## config.mk

```make
export PLATFORM = sky130hd
export DESIGN_NAME = mpe_monitor_pwm_encoder
export DESIGN_NICKNAME = d
export VERILOG_FILES = /design/src/rtl/mpe_pkg.sv /design/src/rtl/mpe_monitor_pwm_encoder.sv /design/src/rtl/mpe_pwm_channel.sv
export SDC_FILE = /design/constraint.sdc
export NUM_CORES = 2
export LEC_CHECK = 0
export BUFFER_PORTS_ARGS = -buffer_cell sky130_fd_sc_hd__buf_2
export CAP_MARGIN = 10
export CELL_PAD_IN_SITES_DETAIL_PLACEMENT = 0
export CELL_PAD_IN_SITES_GLOBAL_PLACEMENT = 2
export CORE_ASPECT_RATIO = 0.7
export CORE_MARGIN = 4
export CORE_UTILIZATION = 40
export DETAILED_ROUTE_END_ITERATION = 7
export GPL_ROUTABILITY_DRIVEN = 0
export GPL_TIMING_DRIVEN = 1
export PLACE_DENSITY = 0.82
export RECOVER_POWER = 25
export SYNTH_ARGS = -nofsm -noshare
export SYNTH_HDL_FRONTEND = slang
export SYNTH_SLANG_ARGS = --single-unit
```

## constraint.sdc

```tcl
create_clock -name sys_clk -period 158.6 [get_ports sys_clk]
set_clock_uncertainty 0.2 [all_clocks]
set_input_delay 15.86 -clock sys_clk [delete_from_list [all_inputs] [get_ports sys_clk]]
set_output_delay 15.86 -clock sys_clk [all_outputs]
set_load 0.005 [all_outputs]
```

## src/rtl/mpe_pkg.sv

```systemverilog
// Package of the monitor duty-cycle encoder: register map, field positions,
// reset values, timing counts and shared arithmetic.
// Assumes a single 100 MHz system clock.
package mpe_pkg;

   // ----------------------------------------------------------------
   // Timing
   // ----------------------------------------------------------------
   localparam int unsigned CLK_HZ         = 100_000_000;
   localparam int unsigned PWM_FREQ_HZ    = 31_500;
   localparam int unsigned PWM_PERIOD_CYC = (CLK_HZ + PWM_FREQ_HZ / 2) / PWM_FREQ_HZ;

   // ----------------------------------------------------------------
   // Scaling constants
   // ----------------------------------------------------------------
   localparam int unsigned FULL_SCALE_V  = 1700;
   localparam int unsigned PULLUP_OHM    = 1330;
   localparam int          REF_TEMP_C    = 25;
   localparam int unsigned REF_TEMP_K_SQ = 298 * 298;
   localparam int unsigned LN2_Q8        = 177;
   localparam int unsigned ADC_SPAN      = 4096;

   // ----------------------------------------------------------------
   // Register offsets
   // ----------------------------------------------------------------
   localparam logic [7:0] OFS_CTRL   = 8'h00;
   localparam logic [7:0] OFS_TMIN   = 8'h04;
   localparam logic [7:0] OFS_TMAX   = 8'h08;
   localparam logic [7:0] OFS_BETA   = 8'h0c;
   localparam logic [7:0] OFS_RREF   = 8'h10;
   localparam logic [7:0] OFS_STATUS = 8'h14;
   localparam logic [7:0] OFS_MASK   = 8'h18;
   localparam logic [7:0] OFS_TEMP   = 8'h1c;
   localparam logic [7:0] OFS_DUTY   = 8'h20;

   // ----------------------------------------------------------------
   // Fields and reset values
   // ----------------------------------------------------------------
   localparam int CTRL_SRC_BIT     = 0;
   localparam int CTRL_LOCH_BIT    = 1;
   localparam int CTRL_POL_BIT     = 2;
   localparam int CTRL_CFGFAIL_BIT = 3;
   localparam int ST_HI_BIT        = 0;
   localparam int ST_LO_BIT        = 1;
   localparam int ST_CFG_BIT       = 2;
   localparam int ST_CLAMP_BIT     = 3;

   localparam logic [3:0]  CTRL_RST = 4'h0;
   localparam logic [15:0] TMIN_RST = 16'h0019;
   localparam logic [15:0] TMAX_RST = 16'h007d;
   localparam logic [15:0] BETA_RST = 16'h0fa0;
   localparam logic [15:0] RREF_RST = 16'h1388;
   localparam logic [1:0]  RESP_OK  = 2'h0;
   localparam logic [1:0]  RESP_ERR = 2'h2;

   typedef enum logic [2:0] {
      MPE_IDLE = 3'b001,
      MPE_CALC = 3'b010,
      MPE_LOAD = 3'b100
   } mpe_conv_t;

   // ----------------------------------------------------------------
   // Functions
   // ----------------------------------------------------------------
   // Base-two logarithm, 4 integer and 8 fraction bits, linear mantissa
   function automatic logic [11:0] log2_q8(input logic [15:0] x);
      logic [3:0]  m;
      logic [15:0] s;
      m = 4'h0;
      for (int i = 0; i < 16; i++) begin
         if (x[i]) begin
            m = 4'(i);
         end
      end
      s = x << (4'hf - m);
      return {m, s[14:7]};
   endfunction

   function automatic logic [15:0] merge_strb(input logic [15:0] old,
                                              input logic [31:0] data,
                                              input logic [3:0]  strb);
      return {strb[1] ? data[15:8] : old[15:8], strb[0] ? data[7:0] : old[7:0]};
   endfunction

endpackage

```

## src/rtl/mpe_monitor_pwm_encoder.sv

```systemverilog
// Monitor duty-cycle encoder: temperature and bus voltage as 31.5 kHz duty
// outputs, fault line encoding, AXI4-Lite register slave, one interrupt.
// Assumes sensor codes and fault inputs arrive asynchronously on pins.
`timescale 1ns/1ns
`default_nettype none

module mpe_monitor_pwm_encoder #(
   parameter int unsigned PWM_PERIOD = mpe_pkg::PWM_PERIOD_CYC
) (
   input  wire logic        sys_clk,
   input  wire logic        reset_n,
   input  wire logic        s_axi_awvalid,
   output var  logic        s_axi_awready,
   input  wire logic [7:0]  s_axi_awaddr,
   input  wire logic        s_axi_wvalid,
   output var  logic        s_axi_wready,
   input  wire logic [31:0] s_axi_wdata,
   input  wire logic [3:0]  s_axi_wstrb,
   output var  logic        s_axi_bvalid,
   input  wire logic        s_axi_bready,
   output var  logic [1:0]  s_axi_bresp,
   input  wire logic        s_axi_arvalid,
   output var  logic        s_axi_arready,
   input  wire logic [7:0]  s_axi_araddr,
   output var  logic        s_axi_rvalid,
   input  wire logic        s_axi_rready,
   output var  logic [31:0] s_axi_rdata,
   output var  logic [1:0]  s_axi_rresp,
   input  wire logic [11:0] firstChannelThermistorIn,
   input  wire logic [11:0] secondChannelThermistorIn,
   input  wire logic [11:0] nonisolatedThermistorIn,
   input  wire logic [10:0] busVoltageIn,
   input  wire logic        desaturationFaultHi,
   input  wire logic        undervoltageLockoutHi,
   input  wire logic        desaturationFaultLo,
   input  wire logic        undervoltageLockoutLo,
   output var  logic        temperatureDutyOut,
   output var  logic        busVoltageDutyOut,
   output var  logic        highSideFaultLine,
   output var  logic        lowSideFaultLine,
   output var  logic        allFaultLine,
   output var  logic        driveEnableHi,
   output var  logic        driveEnableLo,
   output var  logic        irq
);

   if (PWM_PERIOD < 2 || PWM_PERIOD > 65535) begin
      $error("PWM_PERIOD out of range");
   end

   typedef struct packed {
      logic [50:0]        pinS1;
      logic [50:0]        pinS2;
      logic [11:0]        isoHold;
      logic signed [15:0] tempC;
      logic [15:0]        tDuty;
      logic [15:0]        vDuty;
      mpe_pkg::mpe_conv_t conv;
      logic [3:0]         ctrl;
      logic signed [15:0] tMin;
      logic signed [15:0] tMax;
      logic [15:0]        beta;
      logic [15:0]        rRef;
      logic [3:0]         status;
      logic [3:0]         mask;
      logic               irq;
      logic               hiLine;
      logic               loLine;
      logic               allLine;
      logic               enHi;
      logic               enLo;
      logic               awHeld;
      logic               wHeld;
      logic [7:0]         awAddr;
      logic [31:0]        wData;
      logic [3:0]         wStrb;
      logic               awready;
      logic               wready;
      logic               bvalid;
      logic [1:0]         bresp;
      logic               arready;
      logic               rvalid;
      logic [31:0]        rdata;
      logic [1:0]         rresp;
      logic [15:0]        perCnt;
      logic               perSeen;
   } mpe_state_t;

   mpe_state_t         st_r;
   mpe_state_t         st_nxt;
   logic               tEnd;
   logic               hiF;
   logic               loF;
   logic               cfgF;
   logic               act;
   logic [11:0]        codeSel;
   logic [15:0]        cc;
   logic signed [15:0] l2;
   logic [31:0]        kq;
   logic signed [47:0] prod;
   logic [10:0]        vb;
   logic [3:0]         clr;
   logic [3:0]         setEv;

   // ----------------------------------------------------------------
   // State update
   // ----------------------------------------------------------------
   always_comb begin
      st_nxt = st_r;
      clr = 4'h0;
      st_nxt.pinS1 = {firstChannelThermistorIn, secondChannelThermistorIn,
                      nonisolatedThermistorIn, busVoltageIn, desaturationFaultHi,
                      undervoltageLockoutHi, desaturationFaultLo, undervoltageLockoutLo};
      st_nxt.pinS2 = st_r.pinS1;
      hiF = st_r.pinS2[3] | st_r.pinS2[2];
      loF = st_r.pinS2[1] | st_r.pinS2[0];
      cfgF = st_r.ctrl[mpe_pkg::CTRL_CFGFAIL_BIT];
      act = st_r.ctrl[mpe_pkg::CTRL_POL_BIT];

      // Conversion, once per temperature period
      codeSel = st_r.ctrl[mpe_pkg::CTRL_SRC_BIT] ? st_r.pinS2[26:15] : st_r.isoHold;
      cc = (codeSel == 12'h000) ? 16'h0001 : {4'h0, codeSel};
      l2 = $signed({4'h0, mpe_pkg::log2_q8(cc)})
         - $signed({4'h0, mpe_pkg::log2_q8(16'(mpe_pkg::ADC_SPAN) - cc)})
         + $signed({4'h0, mpe_pkg::log2_q8(16'(mpe_pkg::PULLUP_OHM))})
         - $signed({4'h0, mpe_pkg::log2_q8((st_r.rRef == 16'h0) ? 16'h0001 : st_r.rRef)});
      kq = 32'(mpe_pkg::REF_TEMP_K_SQ * mpe_pkg::LN2_Q8)
         / ((st_r.beta == 16'h0) ? 32'h1 : {16'h0, st_r.beta});
      prod = $signed({16'h0, kq}) * $signed({{32{l2[15]}}, l2});
      vb = (busVoltageFull(st_r.pinS2[14:4])) ? 11'(mpe_pkg::FULL_SCALE_V) : st_r.pinS2[14:4];
      case (st_r.conv)
         mpe_pkg::MPE_IDLE: begin
            if (tEnd) begin
               // Isolated channel sample, first or second by CTRL_LOCH_BIT, crossed into the output domain
               st_nxt.isoHold = st_r.ctrl[mpe_pkg::CTRL_LOCH_BIT] ?
                                st_r.pinS2[38:27] : st_r.pinS2[50:39];
               st_nxt.conv = mpe_pkg::MPE_CALC;
            end
         end
         mpe_pkg::MPE_CALC: begin
            st_nxt.tempC = 16'(mpe_pkg::REF_TEMP_C) - 16'(prod >>> 16);
            st_nxt.conv = mpe_pkg::MPE_LOAD;
         end
         mpe_pkg::MPE_LOAD: begin
            if (st_r.tempC <= st_r.tMin || st_r.tMax <= st_r.tMin) begin
               st_nxt.tDuty = 16'h0000;
            end else if (st_r.tempC >= st_r.tMax) begin
               st_nxt.tDuty = 16'(PWM_PERIOD);
            end else begin
               st_nxt.tDuty = 16'(((32'(st_r.tempC) - 32'(st_r.tMin)) * PWM_PERIOD)
                              / (32'(st_r.tMax) - 32'(st_r.tMin)));
            end
            st_nxt.vDuty = 16'((32'(vb) * PWM_PERIOD) / mpe_pkg::FULL_SCALE_V);
            st_nxt.conv = mpe_pkg::MPE_IDLE;
         end
         default: begin
            st_nxt.conv = mpe_pkg::MPE_IDLE;
         end
      endcase

      // Fault lines and drive enables
      st_nxt.hiLine = (hiF | cfgF) ? act : ~act;
      st_nxt.loLine = (loF | cfgF) ? act : ~act;
      st_nxt.allLine = (hiF | loF | cfgF) ? act : ~act;
      st_nxt.enHi = ~(hiF | loF | cfgF);
      st_nxt.enLo = ~(hiF | loF | cfgF);

      // AXI4-Lite write channel
      if (s_axi_bready && st_r.bvalid) begin
         st_nxt.bvalid = 1'b0;
      end
      if (s_axi_awvalid && st_r.awready) begin
         st_nxt.awHeld = 1'b1;
         st_nxt.awAddr = s_axi_awaddr;
      end
      if (s_axi_wvalid && st_r.wready) begin
         st_nxt.wHeld = 1'b1;
         st_nxt.wData = s_axi_wdata;
         st_nxt.wStrb = s_axi_wstrb;
      end
      if (st_nxt.awHeld && st_nxt.wHeld && !st_nxt.bvalid) begin
         st_nxt.awHeld = 1'b0;
         st_nxt.wHeld = 1'b0;
         st_nxt.bvalid = 1'b1;
         st_nxt.bresp = mpe_pkg::RESP_OK;
         case ({st_nxt.awAddr[7:2], 2'b00})
            mpe_pkg::OFS_CTRL: begin
               if (st_nxt.wStrb[0]) begin
                  st_nxt.ctrl = st_nxt.wData[3:0];
               end
            end
            mpe_pkg::OFS_TMIN: st_nxt.tMin = mpe_pkg::merge_strb(st_r.tMin, st_nxt.wData, st_nxt.wStrb);
            mpe_pkg::OFS_TMAX: st_nxt.tMax = mpe_pkg::merge_strb(st_r.tMax, st_nxt.wData, st_nxt.wStrb);
            mpe_pkg::OFS_BETA: st_nxt.beta = mpe_pkg::merge_strb(st_r.beta, st_nxt.wData, st_nxt.wStrb);
            mpe_pkg::OFS_RREF: st_nxt.rRef = mpe_pkg::merge_strb(st_r.rRef, st_nxt.wData, st_nxt.wStrb);
            mpe_pkg::OFS_STATUS: clr = st_nxt.wStrb[0] ? st_nxt.wData[3:0] : 4'h0;
            mpe_pkg::OFS_MASK: begin
               if (st_nxt.wStrb[0]) begin
                  st_nxt.mask = st_nxt.wData[3:0];
               end
            end
            mpe_pkg::OFS_TEMP, mpe_pkg::OFS_DUTY: begin
            end
            default: st_nxt.bresp = mpe_pkg::RESP_ERR;
         endcase
      end
      st_nxt.awready = !st_nxt.awHeld && !st_nxt.bvalid;
      st_nxt.wready = !st_nxt.wHeld && !st_nxt.bvalid;

      // AXI4-Lite read channel
      if (s_axi_rready && st_r.rvalid) begin
         st_nxt.rvalid = 1'b0;
      end
      if (s_axi_arvalid && st_r.arready) begin
         st_nxt.rvalid = 1'b1;
         st_nxt.rresp = mpe_pkg::RESP_OK;
         case ({s_axi_araddr[7:2], 2'b00})
            mpe_pkg::OFS_CTRL:   st_nxt.rdata = {28'h0, st_r.ctrl};
            mpe_pkg::OFS_TMIN:   st_nxt.rdata = {16'h0, st_r.tMin};
            mpe_pkg::OFS_TMAX:   st_nxt.rdata = {16'h0, st_r.tMax};
            mpe_pkg::OFS_BETA:   st_nxt.rdata = {16'h0, st_r.beta};
            mpe_pkg::OFS_RREF:   st_nxt.rdata = {16'h0, st_r.rRef};
            mpe_pkg::OFS_STATUS: st_nxt.rdata = {28'h0, st_r.status};
            mpe_pkg::OFS_MASK:   st_nxt.rdata = {28'h0, st_r.mask};
            mpe_pkg::OFS_TEMP:   st_nxt.rdata = {16'h0, st_r.tempC};
            mpe_pkg::OFS_DUTY:   st_nxt.rdata = {st_r.vDuty, st_r.tDuty};
            default: begin
               st_nxt.rdata = 32'h0;
               st_nxt.rresp = mpe_pkg::RESP_ERR;
            end
         endcase
      end
      st_nxt.arready = !st_nxt.rvalid;

      // Sticky events; a set in the clearing cycle wins
      setEv = 4'h0;
      setEv[mpe_pkg::ST_HI_BIT] = hiF;
      setEv[mpe_pkg::ST_LO_BIT] = loF;
      setEv[mpe_pkg::ST_CFG_BIT] = cfgF;
      setEv[mpe_pkg::ST_CLAMP_BIT] = (st_r.conv == mpe_pkg::MPE_LOAD)
                                     && (st_r.tempC < st_r.tMin || st_r.tempC > st_r.tMax);
      st_nxt.status = (st_r.status & ~clr) | setEv;
      st_nxt.irq = |(st_nxt.status & st_nxt.mask);

      // Period watch for checking
      st_nxt.perCnt = tEnd ? 16'h0000 : st_r.perCnt + 16'h0001;
      st_nxt.perSeen = st_r.perSeen | tEnd;
   end

   function automatic logic busVoltageFull(input logic [10:0] v);
      return v > 11'(mpe_pkg::FULL_SCALE_V);
   endfunction

   always_ff @(posedge sys_clk or negedge reset_n) begin
      if (!reset_n) begin
         st_r <= '0;
         st_r.conv <= mpe_pkg::MPE_IDLE;
         st_r.ctrl <= mpe_pkg::CTRL_RST;
         st_r.tMin <= mpe_pkg::TMIN_RST;
         st_r.tMax <= mpe_pkg::TMAX_RST;
         st_r.beta <= mpe_pkg::BETA_RST;
         st_r.rRef <= mpe_pkg::RREF_RST;
         st_r.hiLine <= 1'b1;
         st_r.loLine <= 1'b1;
         st_r.allLine <= 1'b1;
         st_r.awready <= 1'b1;
         st_r.wready <= 1'b1;
         st_r.arready <= 1'b1;
      end else begin
         st_r <= st_nxt;
      end
   end

   // ----------------------------------------------------------------
   // Output channels
   // ----------------------------------------------------------------
   mpe_pwm_channel #(.PERIOD(PWM_PERIOD)) u_temp_pwm (
      .sys_clk   (sys_clk),
      .reset_n   (reset_n),
      .duty      (st_r.tDuty),
      .pwmOut    (temperatureDutyOut),
      .periodEnd (tEnd)
   );

   mpe_pwm_channel #(.PERIOD(PWM_PERIOD)) u_volt_pwm (
      .sys_clk   (sys_clk),
      .reset_n   (reset_n),
      .duty      (st_r.vDuty),
      .pwmOut    (busVoltageDutyOut),
      .periodEnd ()
   );

   assign s_axi_awready = st_r.awready;
   assign s_axi_wready = st_r.wready;
   assign s_axi_bvalid = st_r.bvalid;
   assign s_axi_bresp = st_r.bresp;
   assign s_axi_arready = st_r.arready;
   assign s_axi_rvalid = st_r.rvalid;
   assign s_axi_rdata = st_r.rdata;
   assign s_axi_rresp = st_r.rresp;
   assign highSideFaultLine = st_r.hiLine;
   assign lowSideFaultLine = st_r.loLine;
   assign allFaultLine = st_r.allLine;
   assign driveEnableHi = st_r.enHi;
   assign driveEnableLo = st_r.enLo;
   assign irq = st_r.irq;
endmodule

`default_nettype wire

```

## src/rtl/mpe_pwm_channel.sv

```systemverilog
// One fixed-frequency duty-cycle output channel.
// Assumes the duty word is held stable by the caller; it is taken at period end.
`timescale 1ns/1ns
`default_nettype none

module mpe_pwm_channel #(
   parameter int unsigned PERIOD = mpe_pkg::PWM_PERIOD_CYC
) (
   input  wire logic        sys_clk,
   input  wire logic        reset_n,
   input  wire logic [15:0] duty,
   output var  logic        pwmOut,
   output var  logic        periodEnd
);

   if (PERIOD < 2 || PERIOD > 65535) begin
      $error("PERIOD out of range");
   end

   typedef struct packed {
      logic [15:0] cnt;
      logic [15:0] hold;
      logic        out;
      logic        pend;
   } mpe_pwm_state_t;

   mpe_pwm_state_t st_r;
   mpe_pwm_state_t st_nxt;
   logic           last;

   // ----------------------------------------------------------------
   // Counter and compare
   // ----------------------------------------------------------------
   always_comb begin
      st_nxt = st_r;
      last = (st_r.cnt == 16'(PERIOD - 1));
      st_nxt.cnt = last ? 16'h0000 : st_r.cnt + 16'h0001;
      // New duty only at a period boundary, so no runt pulse
      st_nxt.hold = last ? duty : st_r.hold;
      st_nxt.out = (st_nxt.cnt < st_nxt.hold);
      st_nxt.pend = last;
   end

   always_ff @(posedge sys_clk or negedge reset_n) begin
      if (!reset_n) begin
         st_r <= '0;
      end else begin
         st_r <= st_nxt;
      end
   end

   assign pwmOut = st_r.out;
   assign periodEnd = st_r.pend;

endmodule

`default_nettype wire

```

; ---- Word-level counts from Yosys, hierarchy flattened
; Cells that the tools add are included.
[totals]
reg_bits = 384
inputBits = 110
wordCells = 223
[op_classes]
reduce_logical = 35
order_cmp = 8
bitwise_logic = 12
mul = 3
shifts = 3
div_mod_pow = 3
muxes = 80
addsub = 12
eq_ne = 22
[ops]
columns = cell, n
row1 = one-hot mux 32 bit (9 select lines), 1
row2 = 2-to-1 mux 4 bit, 46
row3 = 2-to-1 mux 16 bit, 8
row4 = equality test 6 x 3 -> 1 bit (second input constant), 8
row5 = < comparator 16 bit, 3
row6 = 2-to-1 mux 12 bit, 3
row7 = 2-to-1 mux 35 bit, 1
row8 = subtractor 16 x 16 -> 17 bit, 2
row9 = multiplier 33 x 15 -> 32 bit, 1
row10 = adder 16 x 1 -> 16 bit (second input constant), 2
row11 = divider 23 x 11 -> 32 bit (second input constant), 1
row12 = divider 24 x 32 -> 32 bit (first input constant), 1
row13 = divider 32 x 32 -> 32 bit, 1
row14 = equality test 16 x 12 -> 1 bit (second input constant), 2
row15 = <= comparator 16 bit, 2
row16 = zero test 16 bit, 2
row17 = << shifter 16 x 4 -> 15 bit, 2
row18 = multiplier 17 x 13 -> 30 bit (second input constant), 1
row19 = AND reduction 3 bit, 9
row20 = equality test 6 x 2 -> 1 bit (second input constant), 4
row21 = multiplier 11 x 12 -> 23 bit (second input constant), 1
row22 = 2-to-1 mux 20 bit, 1
row23 = OR reduction 9 bit, 2
row24 = greater-or-equal comparator 16 bit, 1
row25 = 33 further kinds, 73

; ---- Depth between registers and ports, before layout
[depth]
word_depth = 26
ltp_mapped = 708
ltp_nobuf = 677

; ---- Modules after synthesis
; Synthesis repeated with hierarchy kept, for this count alone.
[hier_totals]
cells_unflattened = 11287
hier_area_um2 = 87231.2
[by_module_without_submodules]
columns = module, area_each_um2, seq_area_each_um2, cells_per_inst, n_inst
row1 = mpe_monitor_pwm_encoder, 83577.7, 7666.1, 10963, 1
row2 = mpe_pwm_channel, 1826.8, 850.8, 162, 2

; ---- Worst setup path after synthesis
; OpenSTA, ideal clock, no wires.
[synth_timing]
kind = reg-to-reg
start = reg st_r[167] in the netlist's numbering
end = reg st_r[205] in the netlist's numbering
path_buffers = 33
stages_incl_launch_ff = 697
t_arrival_ns = 122.882
setup_slack_ns = 35.385
required_time_ns = 158.266
setup_ns = 0.134
path_cell_list = dfrtp_1 -> inv_1 -> ha_1 -> nor2b_1 -> o21ai_0 -> nand2b_1 -> a21o_1 -> a21o_1 -> a21o_1 -> a21o_1 -> a21oi_1 -> o21bai_1 -> a21oi_1 -> o21bai_1 -> a21oi_1 -> nor2_1 -> o21ai_0 -> nand2b_1 -> [... 661 more ...] -> a21oi_1 -> nor2b_1 -> o21ai_0 -> nand2b_1 -> a21oi_1 -> nor2b_1 -> o21ai_0 -> nand2b_1 -> a21oi_1 -> nor2b_1 -> o21ai_0 -> nand2b_1 -> a21oi_1 -> nor3_1 -> a211oi_1 -> nor3_1 -> a2111oi_0 -> o21ai_0
[synth_via]
elab_chain_cells = 5
word_cells_on_any_way = 9
[synth_lines]
columns = element, line
row1 = start: declaration, mpe_monitor_pwm_encoder.sv:89  ; mpe_state_t st_r;
row2 = start signal: assignment, mpe_monitor_pwm_encoder.sv:270  ; st_r <= st_nxt;
row3 = subtractor 16 x 16 -> 17 bit, mpe_monitor_pwm_encoder.sv:150  ; st_nxt.tDuty = 16'(((32'(st_r.tempC) - 32'(st_r.tMin)) * PWM_PERIOD)
row4 = multiplier 17 x 13 -> 30 bit, mpe_monitor_pwm_encoder.sv:150
row5 = divider 32 x 32 -> 32 bit, mpe_monitor_pwm_encoder.sv:151  ; / (32'(st_r.tMax) - 32'(st_r.tMin)));
row6 = 2-to-1 mux 16 bit, mpe_monitor_pwm_encoder.sv:147  ; end else if (st_r.tempC >= st_r.tMax) begin
row7 = 2-to-1 mux 16 bit *, mpe_monitor_pwm_encoder.sv:145  ; if (st_r.tempC <= st_r.tMin || st_r.tMax <= st_r.tMin) begin
; Mark *: on every way between the ends. The rest lies on a longest branch, timed or not.
; A chain may end at the register's enable or synchronous reset.

; ---- Worst setup path after layout
; Same ends and word-level chain as after synthesis.

==> impl_metrics.env <==
export IMPL_status="complete, but fails checks"
export IMPL_violations="capacitance limit, slew limit"
export IMPL_rsz0062_at_grt="no"
export IMPL_period_needed_ns=134.61
export IMPL_cts_resized=0
export IMPL_finalSetupViolations=0
export IMPL_synthAdderAreaFrac_pct=26.8
export IMPL_max_slew_margin_rel_pct=-340
export IMPL_cts_setup_buffers=0
export IMPL_drcViolationCount=0
export IMPL_syn_area_sq_mm=0.0881
export IMPL_overflow=0
export IMPL_yosys_area_share_simple_pct=21.4
export IMPL_die_y_um=401
export IMPL_cts_buffers_inserted=40
export IMPL_fin_nets=13200
export IMPL_slew_violations=168
export IMPL_wl_um=286000
export IMPL_crit_type="reg -> reg"
export IMPL_synthXorXnorAreaFrac_pct=5.86
export IMPL_ys_types=126
export IMPL_postRouteAntennaNets=0
export IMPL_cts_root_buf="clkbuf_16"
export IMPL_final_cell_mix="ha_1, nor2_1, nand2_1, inv_1, a21oi_1"
export IMPL_synth_mux_area_share_pct=5.58
export IMPL_cp_common_cell="o21a_1"
export IMPL_grt_util_all_layers_pct=24.2
export IMPL_post_place_ws_ns=25.88
export IMPL_io_pins=159
export IMPL_core_sq_mm=0.218
export IMPL_start_util_pct=40.4
export IMPL_antenna_found_initial=28
export IMPL_htreeDepth=2
export IMPL_die_area_sq_mm=0.228
export IMPL_grt_pass1_vias=78400
export IMPL_wl_met3_um=21100
export IMPL_clkSinkCount=372
export IMPL_die_w_um=569
export IMPL_yosysWarnings=0
export IMPL_vias=83800
export IMPL_synth_flop_cell="dfrtp_1"
export IMPL_hold_viol=0
export IMPL_ys_seq_area_share_pct=10.6
export IMPL_tns_ns=0
export IMPL_syn_to_final_growth_pct=6.63
export IMPL_cts_tree="done"
export IMPL_crit_path_end_kind="register"
export IMPL_cpPeakStageDelay_ns=0.89
export IMPL_holdWs_ns=0.141
export IMPL_drive_gt1_share_pct=8.00
export IMPL_max_cap_violations=3
export IMPL_async_reset_ff_share_pct=100
export IMPL_hpwl_um=235000
export IMPL_wl_per_cell_um=19.8
export IMPL_critPathMaxFanout=51
export IMPL_first_pass_iters=5
export IMPL_grt_pass1_wl_um=450000
export IMPL_worstMarginPinSlew_ns=6.59
export IMPL_setup_slack_ns=23.99
export IMPL_grt_max_degree=131
export IMPL_ys_seq_elements=372
export IMPL_max_freq_mhz=7.43
export IMPL_worst_skew_pair_late_latency_ns=0.63
export IMPL_ctsHoldBuffers=0
export IMPL_hp_class="reg -> reg"
export IMPL_portBuffers=131
export IMPL_drtIter0Drc=6531
export IMPL_slowest_stage="a2111oi_1"
export IMPL_viasPerCell=5.81
export IMPL_layout_commonest_cell="ha_1"
export IMPL_topRoutingLayerUsed="met5"
export IMPL_num_rows=143
export IMPL_wl_met2_um=108000
export IMPL_synth_top_family_by_area="adder cells"
export IMPL_crit_path_start_kind="register"
export IMPL_post_route_util_pct=43.1
export IMPL_syn_instance_count=11500
export IMPL_m1WireLength_um=153000
export IMPL_r2r_slack_ns=23.99
export IMPL_avgSynthCellArea_sq_um=7.65
export IMPL_synth_edf_count=0
export IMPL_ctsLongestPathBuffers=3
export IMPL_clk_pin_slew_ns=0.07
export IMPL_period_share_pct=84.9
export IMPL_crit_required_ns=158.86
export IMPL_worstPathArrival_ns=134.88
export IMPL_synth_compound_area_share_pct=23.8
[critical path, delay by kind of cell (launching register included)]
kind                       cells  cell delay [ns]
and+or+nand+nor              102            12.48
buffers and inverters         32             5.90
DFF                            1             0.43
AOI/OAI and AO/OA            487            97.57
muxes                         12             3.44
adders and majority gates     39            13.01
xor gates and xnor gates       3             1.08
[metrics by stage]
stage | instance area, sq um | cells
after floorplan | 88100 | 11500
after detailed placement | 92500 | 14300
after global routing | 93900 | 14400
after CTS | 94000 | 14400
final | 94000 | 14400
after global placement | 92500 | 14300
[kinds of logic (layout without fill, tap and decap cells)]
group                      Yosys count  after routing
AOI/OAI and AO/OA                 3171           3171
xor gates and xnor gates           590            590
adders and majority gates         1661           1661
buffers and inverters             1329           1312
DFF                                372            372
muxes                              444            444
other                                1             21
and+or+nand+nor                   3952           3952
[Yosys cell counts, types with 144 or more instances]
cell         n  area share, %
xnor2_1    384            3.8
ha_1      1263             18
fa_1       387            8.8
o21a_1     545            4.6
clkbuf_1   298            1.3
a21o_1     216            1.8
o31ai_1    241            2.1
a21oi_1    745            4.2
mux2i_1    173            2.0
xor2_1     206            2.0
nand2b_1   251            1.8
nor2_1    1100            4.7
dfrtp_1    345            9.8
nand4_1    144            1.0
nand3_1    172           0.98
mux2_2     257            3.3
nor3_1     573            3.3
nand2_1   1020            4.3
inv_1      932            4.0
o21ai_0    602            3.4
[worst paths after layout]
| path | cells past startpoint | start | end |
|---|---|---|---|
| worst max-delay path | 675 | st_r[167]$_DFFE_PN0P_ | st_r[205]$_DFFE_PN0P_ |
| max in group asynchronous | 4 | reset_n | st_nxt[255]$_DFF_PN0_ |
| min in group asynchronous | 1 | reset_n | st_nxt[294]$_DFF_PN0_ |
| worst min register to register | 0 | st_nxt[265]$_DFF_PN0_ | st_r[265]$_DFF_PN0_ |
| worst min-delay path | 0 | st_nxt[265]$_DFF_PN0_ | st_r[265]$_DFF_PN0_ |
| worst max register to register | 675 | st_r[167]$_DFFE_PN0P_ | st_r[205]$_DFFE_PN0P_ |
[flip-flops by register name, indices dropped and copies added (netlist names), 29 cells and up]
name	count
st_nxt	51
st_r	211
u_temp_pwm.st_r	32
s_axi_rdata	29
u_volt_pwm.st_r	32
[final cells by class]
type                            count  area, sq um
Tap cell                         2900         3630
Clock buffer                       49         1080
Clock inverter                     24          360
Antenna cell                       15         37.5
Multi-Input combinational cell   9824        74100
Timing Repair Buffer              302         1910
Inverter                          937         3520
Sequential cell                   372         9340
Fill cell                       21900       124000
[per-layer routing]
metal	global-route usage, %	vias up
li1	-	41300
met4	3.35	16
met5	0.356	-
met1	39.6	40000
met2	32.8	2311
met3	4.28	215
Power is not shown: default switching activity piles up to over one toggle a cycle in this logic, so the estimate is an artifact.
